--- src/pkg/flash_host_pkg.sv ---
// Functional notes
// - Read needs select and output gate low, write strobe high, address valid.
// - Command write drives write strobe and select low, output gate high.
// - Host applies boost only while accelerated programming, never floats the pin.
// - Protect: reset at protect level, select low, strobe low, A6 low, A1 high.
package flash_host_pkg;

   localparam int          ADDR_W        = 21;
   localparam int          DATA_W        = 16;
   localparam int          PADDR_W       = 8;

   // Register offsets
   localparam logic [7:0]  OFS_CTRL      = 8'h00;
   localparam logic [7:0]  OFS_ADDR      = 8'h04;
   localparam logic [7:0]  OFS_WDATA     = 8'h08;
   localparam logic [7:0]  OFS_RDATA     = 8'h0C;
   localparam logic [7:0]  OFS_STATUS    = 8'h10;
   localparam logic [7:0]  OFS_CFG       = 8'h14;

   // Operation codes in CTRL[2:0]
   localparam logic [2:0]  OP_READ       = 3'h0;
   localparam logic [2:0]  OP_WRITE      = 3'h1;
   localparam logic [2:0]  OP_PROTECT    = 3'h2;
   localparam logic [2:0]  OP_UNPROTECT  = 3'h3;
   localparam logic [2:0]  OP_RESET      = 3'h4;
   localparam logic [2:0]  OP_ACCEL      = 3'h5;

   // Field positions
   localparam int          STAT_BUSY     = 0;
   localparam int          STAT_DONE     = 1;
   localparam int          STAT_RDY      = 2;
   localparam int          CFG_BYTE      = 0;
   localparam int          CFG_WP_HIGH   = 1;
   localparam int          CFG_HOLD_RST  = 2;

   // Reset values
   localparam logic [2:0]  CFG_RESET     = 3'h0;

   // Timing
   localparam int          CLK_PERIOD_PS = 5000;
   localparam int          TICK_NS       = 10;
   localparam int          TICK_DIV      = (TICK_NS * 1000 + CLK_PERIOD_PS - 1) / CLK_PERIOD_PS;
   localparam int          SETUP_NS      = 30;
   localparam int          STROBE_NS     = 120;
   localparam int          RECOVER_NS    = 30;
   localparam int          RESET_NS      = 500;
   localparam logic [7:0]  SETUP_TICKS   = 8'((SETUP_NS + TICK_NS - 1) / TICK_NS);
   localparam logic [7:0]  STROBE_TICKS  = 8'((STROBE_NS + TICK_NS - 1) / TICK_NS);
   localparam logic [7:0]  RECOVER_TICKS = 8'((RECOVER_NS + TICK_NS - 1) / TICK_NS);
   localparam logic [7:0]  RESET_TICKS   = 8'((RESET_NS + TICK_NS - 1) / TICK_NS);

   typedef enum logic [1:0] {ST_IDLE, ST_SETUP, ST_STROBE, ST_RECOVER} seq_state_t;

endpackage

--- src/logic/flash_bus_host.sv ---
// Local design decisions: the APB slave port and the register offsets.
`timescale 1ns/1ps
module flash_bus_host
   import flash_host_pkg::*;
(
   // Clock and reset
   input  wire logic                clk,
   input  wire logic                sys_rst,
   // APB slave
   input  wire logic                psel,
   input  wire logic                penable,
   input  wire logic                pwrite,
   input  wire logic [PADDR_W-1:0]  paddr,
   input  wire logic [31:0]         pwdata,
   output logic [31:0]              prdata,
   output logic                     pready,
   output logic                     pslverr,
   // Flash control pins
   output logic [ADDR_W-1:0]        flash_addr,
   output logic                     device_select_n,
   output logic                     output_gate_n,
   output logic                     write_strobe_n,
   output logic                     reset_pin_n,
   output logic                     reset_at_protect_level,
   output logic                     width_select_n,
   output logic                     protect_accel_pin,
   output logic                     protect_accel_boost,
   input  wire logic                busy_indicator_n,
   // Flash data pins
   input  wire logic [DATA_W-2:0]   dq_in,
   output logic [DATA_W-2:0]        dq_out,
   output logic                     dq_oe,
   input  wire logic                top_data_or_low_addr_in,
   output logic                     top_data_or_low_addr_out,
   output logic                     top_data_or_low_addr_oe
);

   ////////////////////////////////////////////////////////////////////////////
   // Software registers

   logic [2:0]        cfg_r,    cfg_nxt;
   logic [ADDR_W:0]   addr_r,   addr_nxt;
   logic [DATA_W-1:0] wdata_r,  wdata_nxt;
   logic [DATA_W-1:0] rdata_r,  rdata_nxt;
   logic [31:0]       prdata_nxt;
   logic              pready_nxt, pslverr_nxt;
   logic              done_r,   done_nxt;
   logic              start_r,  start_nxt;
   logic [2:0]        op_req_r, op_req_nxt;
   logic              busy;
   logic              done_set;
   logic [DATA_W-1:0] rd_capture;
   logic              rd_capture_en;
   logic              access, wr_fire;

   function automatic logic known_offset(input logic [PADDR_W-1:0] a);
      known_offset = (a == OFS_CTRL) || (a == OFS_ADDR) || (a == OFS_WDATA) ||
                     (a == OFS_RDATA) || (a == OFS_STATUS) || (a == OFS_CFG);
   endfunction

   // One wait state; the write lands on the edge that samples pready high
   assign access  = psel & penable & ~pready;
   assign wr_fire = psel & penable & pready & pwrite;

   always_comb begin
      cfg_nxt     = cfg_r;
      addr_nxt    = addr_r;
      wdata_nxt   = wdata_r;
      rdata_nxt   = rd_capture_en ? rd_capture : rdata_r;
      start_nxt   = 1'b0;
      op_req_nxt  = op_req_r;
      pready_nxt  = access;
      pslverr_nxt = access & ~known_offset(paddr);
      prdata_nxt  = prdata;
      if (access) begin
         prdata_nxt = 32'h0000_0000;
         if (paddr == OFS_CTRL) begin
            prdata_nxt = {29'h0000_0000, op_req_r};
         end else if (paddr == OFS_ADDR) begin
            prdata_nxt = {10'h000, addr_r};
         end else if (paddr == OFS_WDATA) begin
            prdata_nxt = {16'h0000, wdata_r};
         end else if (paddr == OFS_RDATA) begin
            prdata_nxt = {16'h0000, rdata_r};
         end else if (paddr == OFS_STATUS) begin
            prdata_nxt = {29'h0000_0000, busy_indicator_n, done_r, busy};
         end else if (paddr == OFS_CFG) begin
            prdata_nxt = {29'h0000_0000, cfg_r};
         end
      end
      // Set wins over a clear in the same cycle
      done_nxt = done_set | done_r;
      if (wr_fire) begin
         if (paddr == OFS_CTRL) begin
            // A start while busy is dropped; software polls STATUS first
            if (!busy) begin
               op_req_nxt = pwdata[2:0];
               start_nxt  = 1'b1;
            end
         end else if (paddr == OFS_ADDR) begin
            addr_nxt = pwdata[ADDR_W:0];
         end else if (paddr == OFS_WDATA) begin
            wdata_nxt = pwdata[DATA_W-1:0];
         end else if (paddr == OFS_STATUS) begin
            if (pwdata[STAT_DONE] && !done_set) begin
               done_nxt = 1'b0;
            end
         end else if (paddr == OFS_CFG) begin
            cfg_nxt = pwdata[2:0];
         end
      end
   end

   always_ff @(posedge clk) begin
      if (sys_rst) begin
         cfg_r    <= CFG_RESET;
         addr_r   <= '0;
         wdata_r  <= '0;
         rdata_r  <= '0;
         done_r   <= 1'b0;
         start_r  <= 1'b0;
         op_req_r <= OP_READ;
         prdata   <= 32'h0000_0000;
         pready   <= 1'b0;
         pslverr  <= 1'b0;
      end else begin
         cfg_r    <= cfg_nxt;
         addr_r   <= addr_nxt;
         wdata_r  <= wdata_nxt;
         rdata_r  <= rdata_nxt;
         done_r   <= done_nxt;
         start_r  <= start_nxt;
         op_req_r <= op_req_nxt;
         prdata   <= prdata_nxt;
         pready   <= pready_nxt;
         pslverr  <= pslverr_nxt;
      end
   end

   ////////////////////////////////////////////////////////////////////////////
   // Bus cycle sequencer

   logic       tick;
   seq_state_t state_r, state_nxt;
   logic [7:0] cnt_r, cnt_nxt;
   logic [2:0] op_r, op_nxt;
   logic       byte_mode;
   logic       is_write_op;
   logic [ADDR_W-1:0] addr_sel;
   logic       low_addr;

   logic [ADDR_W-1:0] flash_addr_nxt;
   logic       ce_n_nxt, oe_n_nxt, we_n_nxt, rst_n_nxt, prot_lvl_nxt;
   logic       boost_nxt, dq_oe_nxt, top_out_nxt, top_oe_nxt;
   logic [DATA_W-2:0] dq_out_nxt;

   tick_divider #(
      .DIV (TICK_DIV)
   ) u_tick (
      .clk     (clk),
      .sys_rst (sys_rst),
      .tick    (tick)
   );

   assign busy      = (state_r != ST_IDLE) | start_r;
   assign byte_mode = cfg_r[CFG_BYTE];
   assign is_write_op = (op_r == OP_WRITE) || (op_r == OP_ACCEL) ||
                        (op_r == OP_PROTECT) || (op_r == OP_UNPROTECT);

   always_comb begin
      // byte mode shifts the address down by one, bit 0 becomes the extra low bit
      addr_sel = byte_mode ? addr_r[ADDR_W:1] : addr_r[ADDR_W-1:0];
      low_addr = addr_r[0];
      // forced A6/A1/A0 pattern for protect and unprotect
      if ((op_r == OP_PROTECT) || (op_r == OP_UNPROTECT)) begin
         addr_sel[6] = (op_r == OP_UNPROTECT);
         addr_sel[1] = 1'b1;
         addr_sel[0] = 1'b0;
      end
   end

   always_comb begin
      state_nxt      = state_r;
      cnt_nxt        = cnt_r;
      op_nxt         = op_r;
      flash_addr_nxt = flash_addr;
      ce_n_nxt       = device_select_n;
      oe_n_nxt       = output_gate_n;
      we_n_nxt       = write_strobe_n;
      prot_lvl_nxt   = reset_at_protect_level;
      boost_nxt      = protect_accel_boost;
      dq_oe_nxt      = dq_oe;
      dq_out_nxt     = dq_out;
      done_set       = 1'b0;
      rd_capture     = {top_data_or_low_addr_in, dq_in};
      rd_capture_en  = 1'b0;
      // software may hold the device in reset
      rst_n_nxt      = ~cfg_r[CFG_HOLD_RST];
      // word mode while width select is high
      // byte mode drives the lowest address bit on the top data line
      top_oe_nxt     = byte_mode ? 1'b1 : top_data_or_low_addr_oe;
      top_out_nxt    = byte_mode ? low_addr : top_data_or_low_addr_out;
      case (state_r)
         ST_IDLE: begin
            if (start_r) begin
               op_nxt    = op_req_r;
               cnt_nxt   = 8'h00;
               state_nxt = ST_SETUP;
            end
         end
         ST_SETUP: begin
            flash_addr_nxt = addr_sel;
            if (op_r == OP_RESET) begin
               // reset pulse returns the device to array read
               rst_n_nxt = 1'b0;
               cnt_nxt   = 8'h00;
               state_nxt = ST_STROBE;
            end else begin
               ce_n_nxt     = 1'b0;
               // reset pin raised to protect level for sector protection
               prot_lvl_nxt = (op_r == OP_PROTECT) || (op_r == OP_UNPROTECT);
               // boost only around an accelerated program cycle
               boost_nxt    = (op_r == OP_ACCEL);
               if (is_write_op) begin
                  // the top data line only carries program data in word mode
                  dq_out_nxt  = wdata_r[DATA_W-2:0];
                  dq_oe_nxt   = 1'b1;
                  top_out_nxt = byte_mode ? low_addr : wdata_r[DATA_W-1];
                  top_oe_nxt  = 1'b1;
               end else begin
                  dq_oe_nxt  = 1'b0;
                  top_oe_nxt = byte_mode;
               end
               if (tick) begin
                  cnt_nxt = cnt_r + 8'h01;
                  if (cnt_r + 8'h01 >= SETUP_TICKS) begin
                     cnt_nxt = 8'h00;
                     we_n_nxt  = ~is_write_op;
                     oe_n_nxt  = is_write_op;
                     state_nxt = ST_STROBE;
                  end
               end
            end
         end
         ST_STROBE: begin
            if (op_r == OP_RESET) begin
               rst_n_nxt = 1'b0;
            end
            if (tick) begin
               cnt_nxt = cnt_r + 8'h01;
               if (cnt_r + 8'h01 >= ((op_r == OP_RESET) ? RESET_TICKS : STROBE_TICKS)) begin
                  cnt_nxt = 8'h00;
                  if (!is_write_op && (op_r != OP_RESET)) begin
                     rd_capture_en = 1'b1;
                     // byte reads use only the low eight lines
                     if (byte_mode) begin
                        rd_capture = {8'h00, dq_in[7:0]};
                     end
                  end
                  // strobe rises with data still held stable
                  we_n_nxt  = 1'b1;
                  oe_n_nxt  = 1'b1;
                  state_nxt = ST_RECOVER;
               end
            end
         end
         ST_RECOVER: begin
            if (tick) begin
               cnt_nxt = cnt_r + 8'h01;
               if (cnt_r + 8'h01 >= RECOVER_TICKS) begin
                  // select released, device back to standby
                  ce_n_nxt     = 1'b1;
                  dq_oe_nxt    = 1'b0;
                  top_oe_nxt   = byte_mode;
                  prot_lvl_nxt = 1'b0;
                  // boost removed after the accelerated cycle
                  boost_nxt    = 1'b0;
                  done_set     = 1'b1;
                  cnt_nxt      = 8'h00;
                  state_nxt    = ST_IDLE;
               end
            end
         end
         default: begin
            state_nxt = ST_IDLE;
         end
      endcase
   end

   always_ff @(posedge clk) begin
      if (sys_rst) begin
         state_r                  <= ST_IDLE;
         cnt_r                    <= 8'h00;
         op_r                     <= OP_READ;
         flash_addr               <= '0;
         device_select_n          <= 1'b1;
         output_gate_n            <= 1'b1;
         write_strobe_n           <= 1'b1;
         reset_pin_n              <= 1'b1;
         reset_at_protect_level   <= 1'b0;
         width_select_n           <= 1'b1;
         protect_accel_pin        <= 1'b0;
         protect_accel_boost      <= 1'b0;
         dq_out                   <= '0;
         dq_oe                    <= 1'b0;
         top_data_or_low_addr_out <= 1'b0;
         top_data_or_low_addr_oe  <= 1'b0;
      end else begin
         state_r                  <= state_nxt;
         cnt_r                    <= cnt_nxt;
         op_r                     <= op_nxt;
         flash_addr               <= flash_addr_nxt;
         device_select_n          <= ce_n_nxt;
         output_gate_n            <= oe_n_nxt;
         write_strobe_n           <= we_n_nxt;
         reset_pin_n              <= rst_n_nxt;
         reset_at_protect_level   <= prot_lvl_nxt;
         width_select_n           <= ~byte_mode;
         // pin low keeps outer boot sectors locked; software picks the level
         protect_accel_pin        <= cfg_r[CFG_WP_HIGH];
         protect_accel_boost      <= boost_nxt;
         dq_out                   <= dq_out_nxt;
         dq_oe                    <= dq_oe_nxt;
         top_data_or_low_addr_out <= top_out_nxt;
         top_data_or_low_addr_oe  <= top_oe_nxt;
      end
   end

endmodule // flash_bus_host

--- src/logic/tick_divider.sv ---
`timescale 1ns/1ps
module tick_divider #(
   parameter int DIV = 2
) (
   // Clock and reset
   input  wire logic clk,
   input  wire logic sys_rst,
   // Enable pulse out
   output logic      tick
);

   logic [7:0] cnt_r;
   logic [7:0] cnt_nxt;
   logic       tick_nxt;

   always_comb begin
      if (cnt_r == 8'(DIV - 1)) begin
         cnt_nxt  = 8'h00;
         tick_nxt = 1'b1;
      end else begin
         cnt_nxt  = cnt_r + 8'h01;
         tick_nxt = 1'b0;
      end
   end

   always_ff @(posedge clk) begin
      if (sys_rst) begin
         cnt_r <= 8'h00;
         tick  <= 1'b0;
      end else begin
         cnt_r <= cnt_nxt;
         tick  <= tick_nxt;
      end
   end

endmodule // tick_divider

--- config.mk ---
export PLATFORM = sky130hd
export DESIGN_NAME = flash_bus_host
export DESIGN_NICKNAME = d
export VERILOG_FILES = /design/src/pkg/flash_host_pkg.sv /design/src/logic/flash_bus_host.sv /design/src/logic/tick_divider.sv
export SDC_FILE = /design/constraint.sdc
export NUM_CORES = 1
export LEC_CHECK = 0
export BUFFER_PORTS_ARGS = -buffer_cell sky130_fd_sc_hd__buf_4
export CAP_MARGIN = 20
export CORE_UTILIZATION = 59
export DETAILED_ROUTE_END_ITERATION = 10
export PLACE_DENSITY = 0.87
export SYNTH_ARGS = -nofsm -noshare
export SYNTH_HDL_FRONTEND = slang
export SYNTH_SLANG_ARGS = --single-unit
--- constraint.sdc ---
create_clock -name clk -period 5.5 [get_ports clk]
set_input_delay 0.275 -clock clk [delete_from_list [all_inputs] [get_ports clk]]
set_output_delay 0.275 -clock clk [all_outputs]
set_load 0.05 [all_outputs]
After elaboration in Yosys (flattened, before gate mapping)
Index checks and enable logic that the tools add are counted.

Register bits: 165. Word-level logic and storage cells: 189.

Bitwise gates (word level): 19. Reduce and logical (&&, ||, !) cells: 31. Magnitude comparators: 2. Add/sub/neg operators: 2. Equality and inequality tests: 25. Muxes and demuxes: 82.

Operators with widths (number): $mux W16 (7); $mux W8 (6); $mux W1 (45); $mux W22 (2); $pmux W8 S4 (1); $mux W21 (1); $mux W2 (9); $add A8 B1 Y8 const B (2); $eq A8 B4 Y1 const B (2); $eq A8 B5 Y1 const B (2); $pmux W1 S2 (7); $not A1 Y1 (12); $reduce_and A6 Y1 (2); $ne A2 B2 Y1 const B (5); $logic_or A1 B1 Y1 (9); $reduce_and A3 Y1 (3); $eq A8 B1 Y1 const B (1); $eq A8 B3 Y1 const B (1); $ge A8 B2 Y1 const B (1); $ge A8 B6 Y1 (1); $logic_not A8 Y1 (1); $pmux W2 S4 (1); $reduce_and A4 Y1 (2); $reduce_and A7 Y1 (1); 19 further kinds (37).

Logic depth before layout (Yosys ltp)
Depth after elaboration: 13. Gate-level depth with buffers: 12.

Modules after synthesis
A second synthesis with hierarchy kept.

Cell total of the unflattened synthesis: 814. Area total of the unflattened synthesis: 6859.1 sq um.

By module, submodules not included: flash_bus_host (cells each 773, instances 1, area an instance 6482.5 sq um, sequential area each 2922.8 sq um); tick_divider (cells each 41, instances 1, area an instance 376.6 sq um, sequential area each 180.2 sq um).

Least setup slack after synthesis
Ideal clock, no wire load.

Kind: register to register. Start point: reg cnt_r[1]. End point: reg output_gate_n. Cell stages (with the launch flop): 11. Required time: 5428 ps. Slack: 2965 ps. Buffers on the path: 0. Period minus slack after synthesis: 2535 ps. Arrival: 2464 ps. Path through: dfxtp_1 > ha_1 > nand3_1 > and2_1 > or2_2 > ha_1 > o21ai_0 > a21oi_1 > nor4b_2 > a211o_1 > mux2i_1.

Cells in the longest elaborated chain, start to end: 4. Elaborated cells between the ends (all ways): 6. Those cells by class: add/sub (1); order compare (2); eq/ne (2); reduce/logical (1).

RTL lines: start, declared (RTL line flash_bus_host.sv:145) `logic [7:0] cnt_r, cnt_nxt;`; start signal, assigned (RTL line flash_bus_host.sv:310) `cnt_r <= cnt_nxt;`; $add A8 B1 Y8 (*) (RTL line flash_bus_host.sv:236, flash_bus_host.sv:251); $ge A8 B6 Y1 / $ge A8 B2 Y1 (equally long branches) (RTL line flash_bus_host.sv:251, flash_bus_host.sv:236); $ne A2 B2 Y1 (no source line); $reduce_and A6 Y1 (no source line) (*); end signal, assigned (RTL line flash_bus_host.sv:314) `output_gate_n <= oe_n_nxt;`; end, declared (RTL line flash_bus_host.sv:21) `output logic output_gate_n,`.

Every way passes the cells marked *; elsewhere a longest branch is shown, timed or not. A chain may end at the register's enable or synchronous reset.

Worst setup path after layout
Start point: reg cnt_r[0]. End point: reg rdata_r[1].

Cells in the longest elaborated chain, start to end: 5. Elaborated cells between the ends (all ways): 8. Those cells by class: add/sub (1); order compare (1); mux (6).

RTL lines: $add A8 B1 Y8 (*) (RTL line flash_bus_host.sv:251) `if (cnt_r + 8'h01 >= ((op_r == OP_RESET) ? RESET_TICKS : STROBE_TICKS)) begin`; $ge A8 B6 Y1 (*) (RTL line flash_bus_host.sv:251); $mux W16 / $mux W1 (equally long branches) (RTL line flash_bus_host.sv:251); $mux W16 / $mux W1 (equally long branches) (RTL line flash_bus_host.sv:249) `if (tick) begin`; $mux W16 / $mux W1 (equally long branches) (RTL line flash_bus_host.sv:203) `case (state_r)`; end signal, assigned (RTL line flash_bus_host.sv:130) `rdata_r <= rdata_nxt;`; end, declared (RTL line flash_bus_host.sv:44) `logic [DATA_W-1:0] rdata_r, rdata_nxt;`.

Marked as above.

==> summary.txt <==
status: completed
Port-buffer cells: 122
FP Rows: 38
Commonest cells post-synth: dfxtp_1, nand2_1, a21oi_1
reg2reg start: cnt_r[0]
Pwr Density: 402 mW/mm^2
critical path capture point: rdata_r[1]
Top delay family on crit path: compound AO/OA/AOI/OAI gates
routability cong.: 0.865
Final min period: 3.13 ns
setup_tns: 0 ns
Max-slew headroom: 0.286
Routed WL per cell: 17.8 um
Cells after Synth: 791
vias in the first global route: 5,792
fmax: 0.320 GHz
Root Driver: clkbuf_16
vias: 6,341
die width: 110 um
Critical path origin: cnt_r[0]
yosys warns: 0
Sink Count: 155
total core area: 0.0111 mm^2
die footprint: 0.0120 mm^2
initial antenna violation count: 0
Yosys top cell by area: dfxtp_1
Post-synth ARST share: 0
largest net degree at the start of global routing: 93
CP Max Fanout: 17
Critical Path AT: 3.41 ns
count leader, synth: dfxtp_1
crit-path most repeated cell: ha_1
Reg clk slew, reported paths: 0.06 ns
wire length after detailed routing: 18,400 um
WP buf/inv: 1
CP required: 5.78 ns
ANT cells: 0
Die Y-Extent: 110 um
post-DP HPWL: 11,800 um
Yosys reg bits: 155
register area: 0.00310 mm^2
Layout area overhead: 22.1%
sequential area share after synthesis: 0.454
Yosys top cell area share: 0.454
Antenna Violating Nets Remaining: 0
Final Cycle Share: 0.568
layout cells sized above 1: 0.194
post_cts resized: 0
TritonCTS clock tree: yes
leakage: 0.00314 uW
post-layout power: 3350 uW
clk buf depth: 2
number of flops mapped to enable cells by yosys: 0
Worst-Margin Slew: 1.06 ns
cells along the critical path: ha_1 > nand3_1 > and2_1 > or2_2 > ha_1 > o21ai_0 > a21oi_1 > o31a_1 > buf_8 > mux2i_1 > nor2_1
Clock Skew: 0.0101 ns
Final Setup Violations: 0
critical path depth: 11
peak supply drop: 437 uV
Ports: 143
critical path class: reg -> reg
drc violations: 0
area of the mapped netlist: 0.00683 mm^2
Critical Path Sink Type: flop
Max-Cap Viols: 0
final hold viol count: 0
reg2reg end: rdata_r[1]
Starting Density: 0.617
Crit path largest cell delay: 0.61 ns
CP max stage cell: o31a_1
final max-slew violation count: 0
Multi-input gate area: 0.00340 mm^2
Inserted Clock Buffers: 17
DR iter-0 viols: 732
Clock Latency Late Sink: 0.43 ns
reg2reg setup slack: 2.37 ns
Tot GR Track Use: 0.310
Overflow after GRT: 0
Startpoint Class: flop
cts-stage hold buffer count: 0
number of vias per cell: 6.13
nets@finish: 958
first-pass GRT wire length: 28,600 um
Post-CTS Setup Inserts: 0
synthesized area per cell: 8.64 um^2
dominant synthesized flop cell: dfxtp_1
CTS HTree Levels: 4
RSZ-0062 raised after global routing: no
Netlist cell types: 55
R2R depth: 11
drt pass-1 iters: 6
Synth area leaders: dfxtp_1, nand2_1, a21oi_1
filler instances: 738
Hold Path Class: in -> reg
==> worst min-delay path, stage by stage <==
cell and delay [ns]:
buf_4 0.08, mux2i_1 0.05, nor2_1 0.07
==> report_power, final <==
| part | switching [uW] | internal [uW] | leakage (uW) |
|---|---|---|---|
| logic | 539 | 230 | 0.00157 |
| registers | 60.1 | 1210 | 0.00125 |
| clock network | 482 | 836 | 0.000319 |
==> area by class of cell <==
class,count,area share
Tap cell,140,0.0210
Clock buffer,20,0.0547
Inverter,11,0.00495
Timing Repair Buffer,127,0.115
Multi-Input combinational cell,569,0.407
Clock inverter,12,0.0249
Sequential cell,155,0.372
==> sequential cells by signal, summed over array words and instances (netlist names), 2 cells and up <==
| register | count |
|---|---|
| addr_r | 22 |
| cfg_r | 3 |
| cnt_r | 8 |
| dq_out | 15 |
| flash_addr | 21 |
| op_r | 3 |
| op_req_r | 3 |
| prdata | 22 |
| rdata_r | 16 |
| state_r | 2 |
| u_tick.cnt_r | 8 |
| wdata_r | 16 |
==> cell usage in the layout (no fill, tap or decap), types with 3 or more instances in the layout <==
cell / count
clkbuf_16: 17
buf_4: 126
nor4_1: 3
a311oi_1: 5
nand2b_1: 18
inv_1: 11
a22oi_1: 4
nor2_1: 81
conb_1: 10
a2bb2oi_1: 13
dfxtp_1: 155
nand3_1: 43
a222oi_1: 13
bufinv_16: 5
nand3b_1: 5
a211oi_1: 21
or2_2: 3
and2_1: 6
nor4_4: 3
o21ai_0: 7
and3_1: 6
a21oi_1: 91
a32oi_1: 3
o211ai_1: 3
nor2b_1: 3
xor2_1: 10
a21o_1: 4
nor3_1: 7
mux2i_1: 39
nand2_1: 125
ha_1: 14
==> cells by family after synthesis <==
group	share of synthesized area
AND/OR/NAND/NOR	0.210
AO/OA/AOI/OAI	0.171
flip-flops	0.454
buffers and inverters	0.0542
multiplexers	0.0670
adder cells (fa/ha/maj)	0.0275
XOR/XNOR	0.0154
other	0.000549
==> worst min path at each step <==
stage	start	endpoint	slack, ns	depth (start not counted)
finish	dq_in[6]	rdata_r[6]	0.09	3
global route	dq_in[6]	rdata_r[6]	0.1	3
CTS	dq_in[6]	rdata_r[6]	0.08	3
detailed placement	dq_out[8]	dq_out[8]	0.45	2
global placement	prdata[16]	prdata[16]	0.44	2
floorplan	pwdata[21]	addr_r[21]	0.41	2
==> stage by stage <==
stage	cells	cell area [um^2]	hold slack, ns	utilization	setup slack, ns
finish	1034	8340	0.0853	0.753	2.37
global placement	1001	7660	0.444	0.692	2.27
detailed placement	1001	7660	0.455	0.692	2.18
floorplan	800	6870	0.411	-	2.96
global route	1034	8340	0.0952	0.753	2.14
CTS	1033	8330	0.0803	0.752	2.13
==> layer usage <==
layer  part of all wire  vias to the layer above  global-route usage
li1                   -                     2944                   -
met1               0.42                     2984               0.399
met2               0.48                      372               0.517
met3              0.083                       41              0.0528
met4              0.018                        0               0.128
met5                  0                        -                   0
Power figures use the tool's default switching activity.
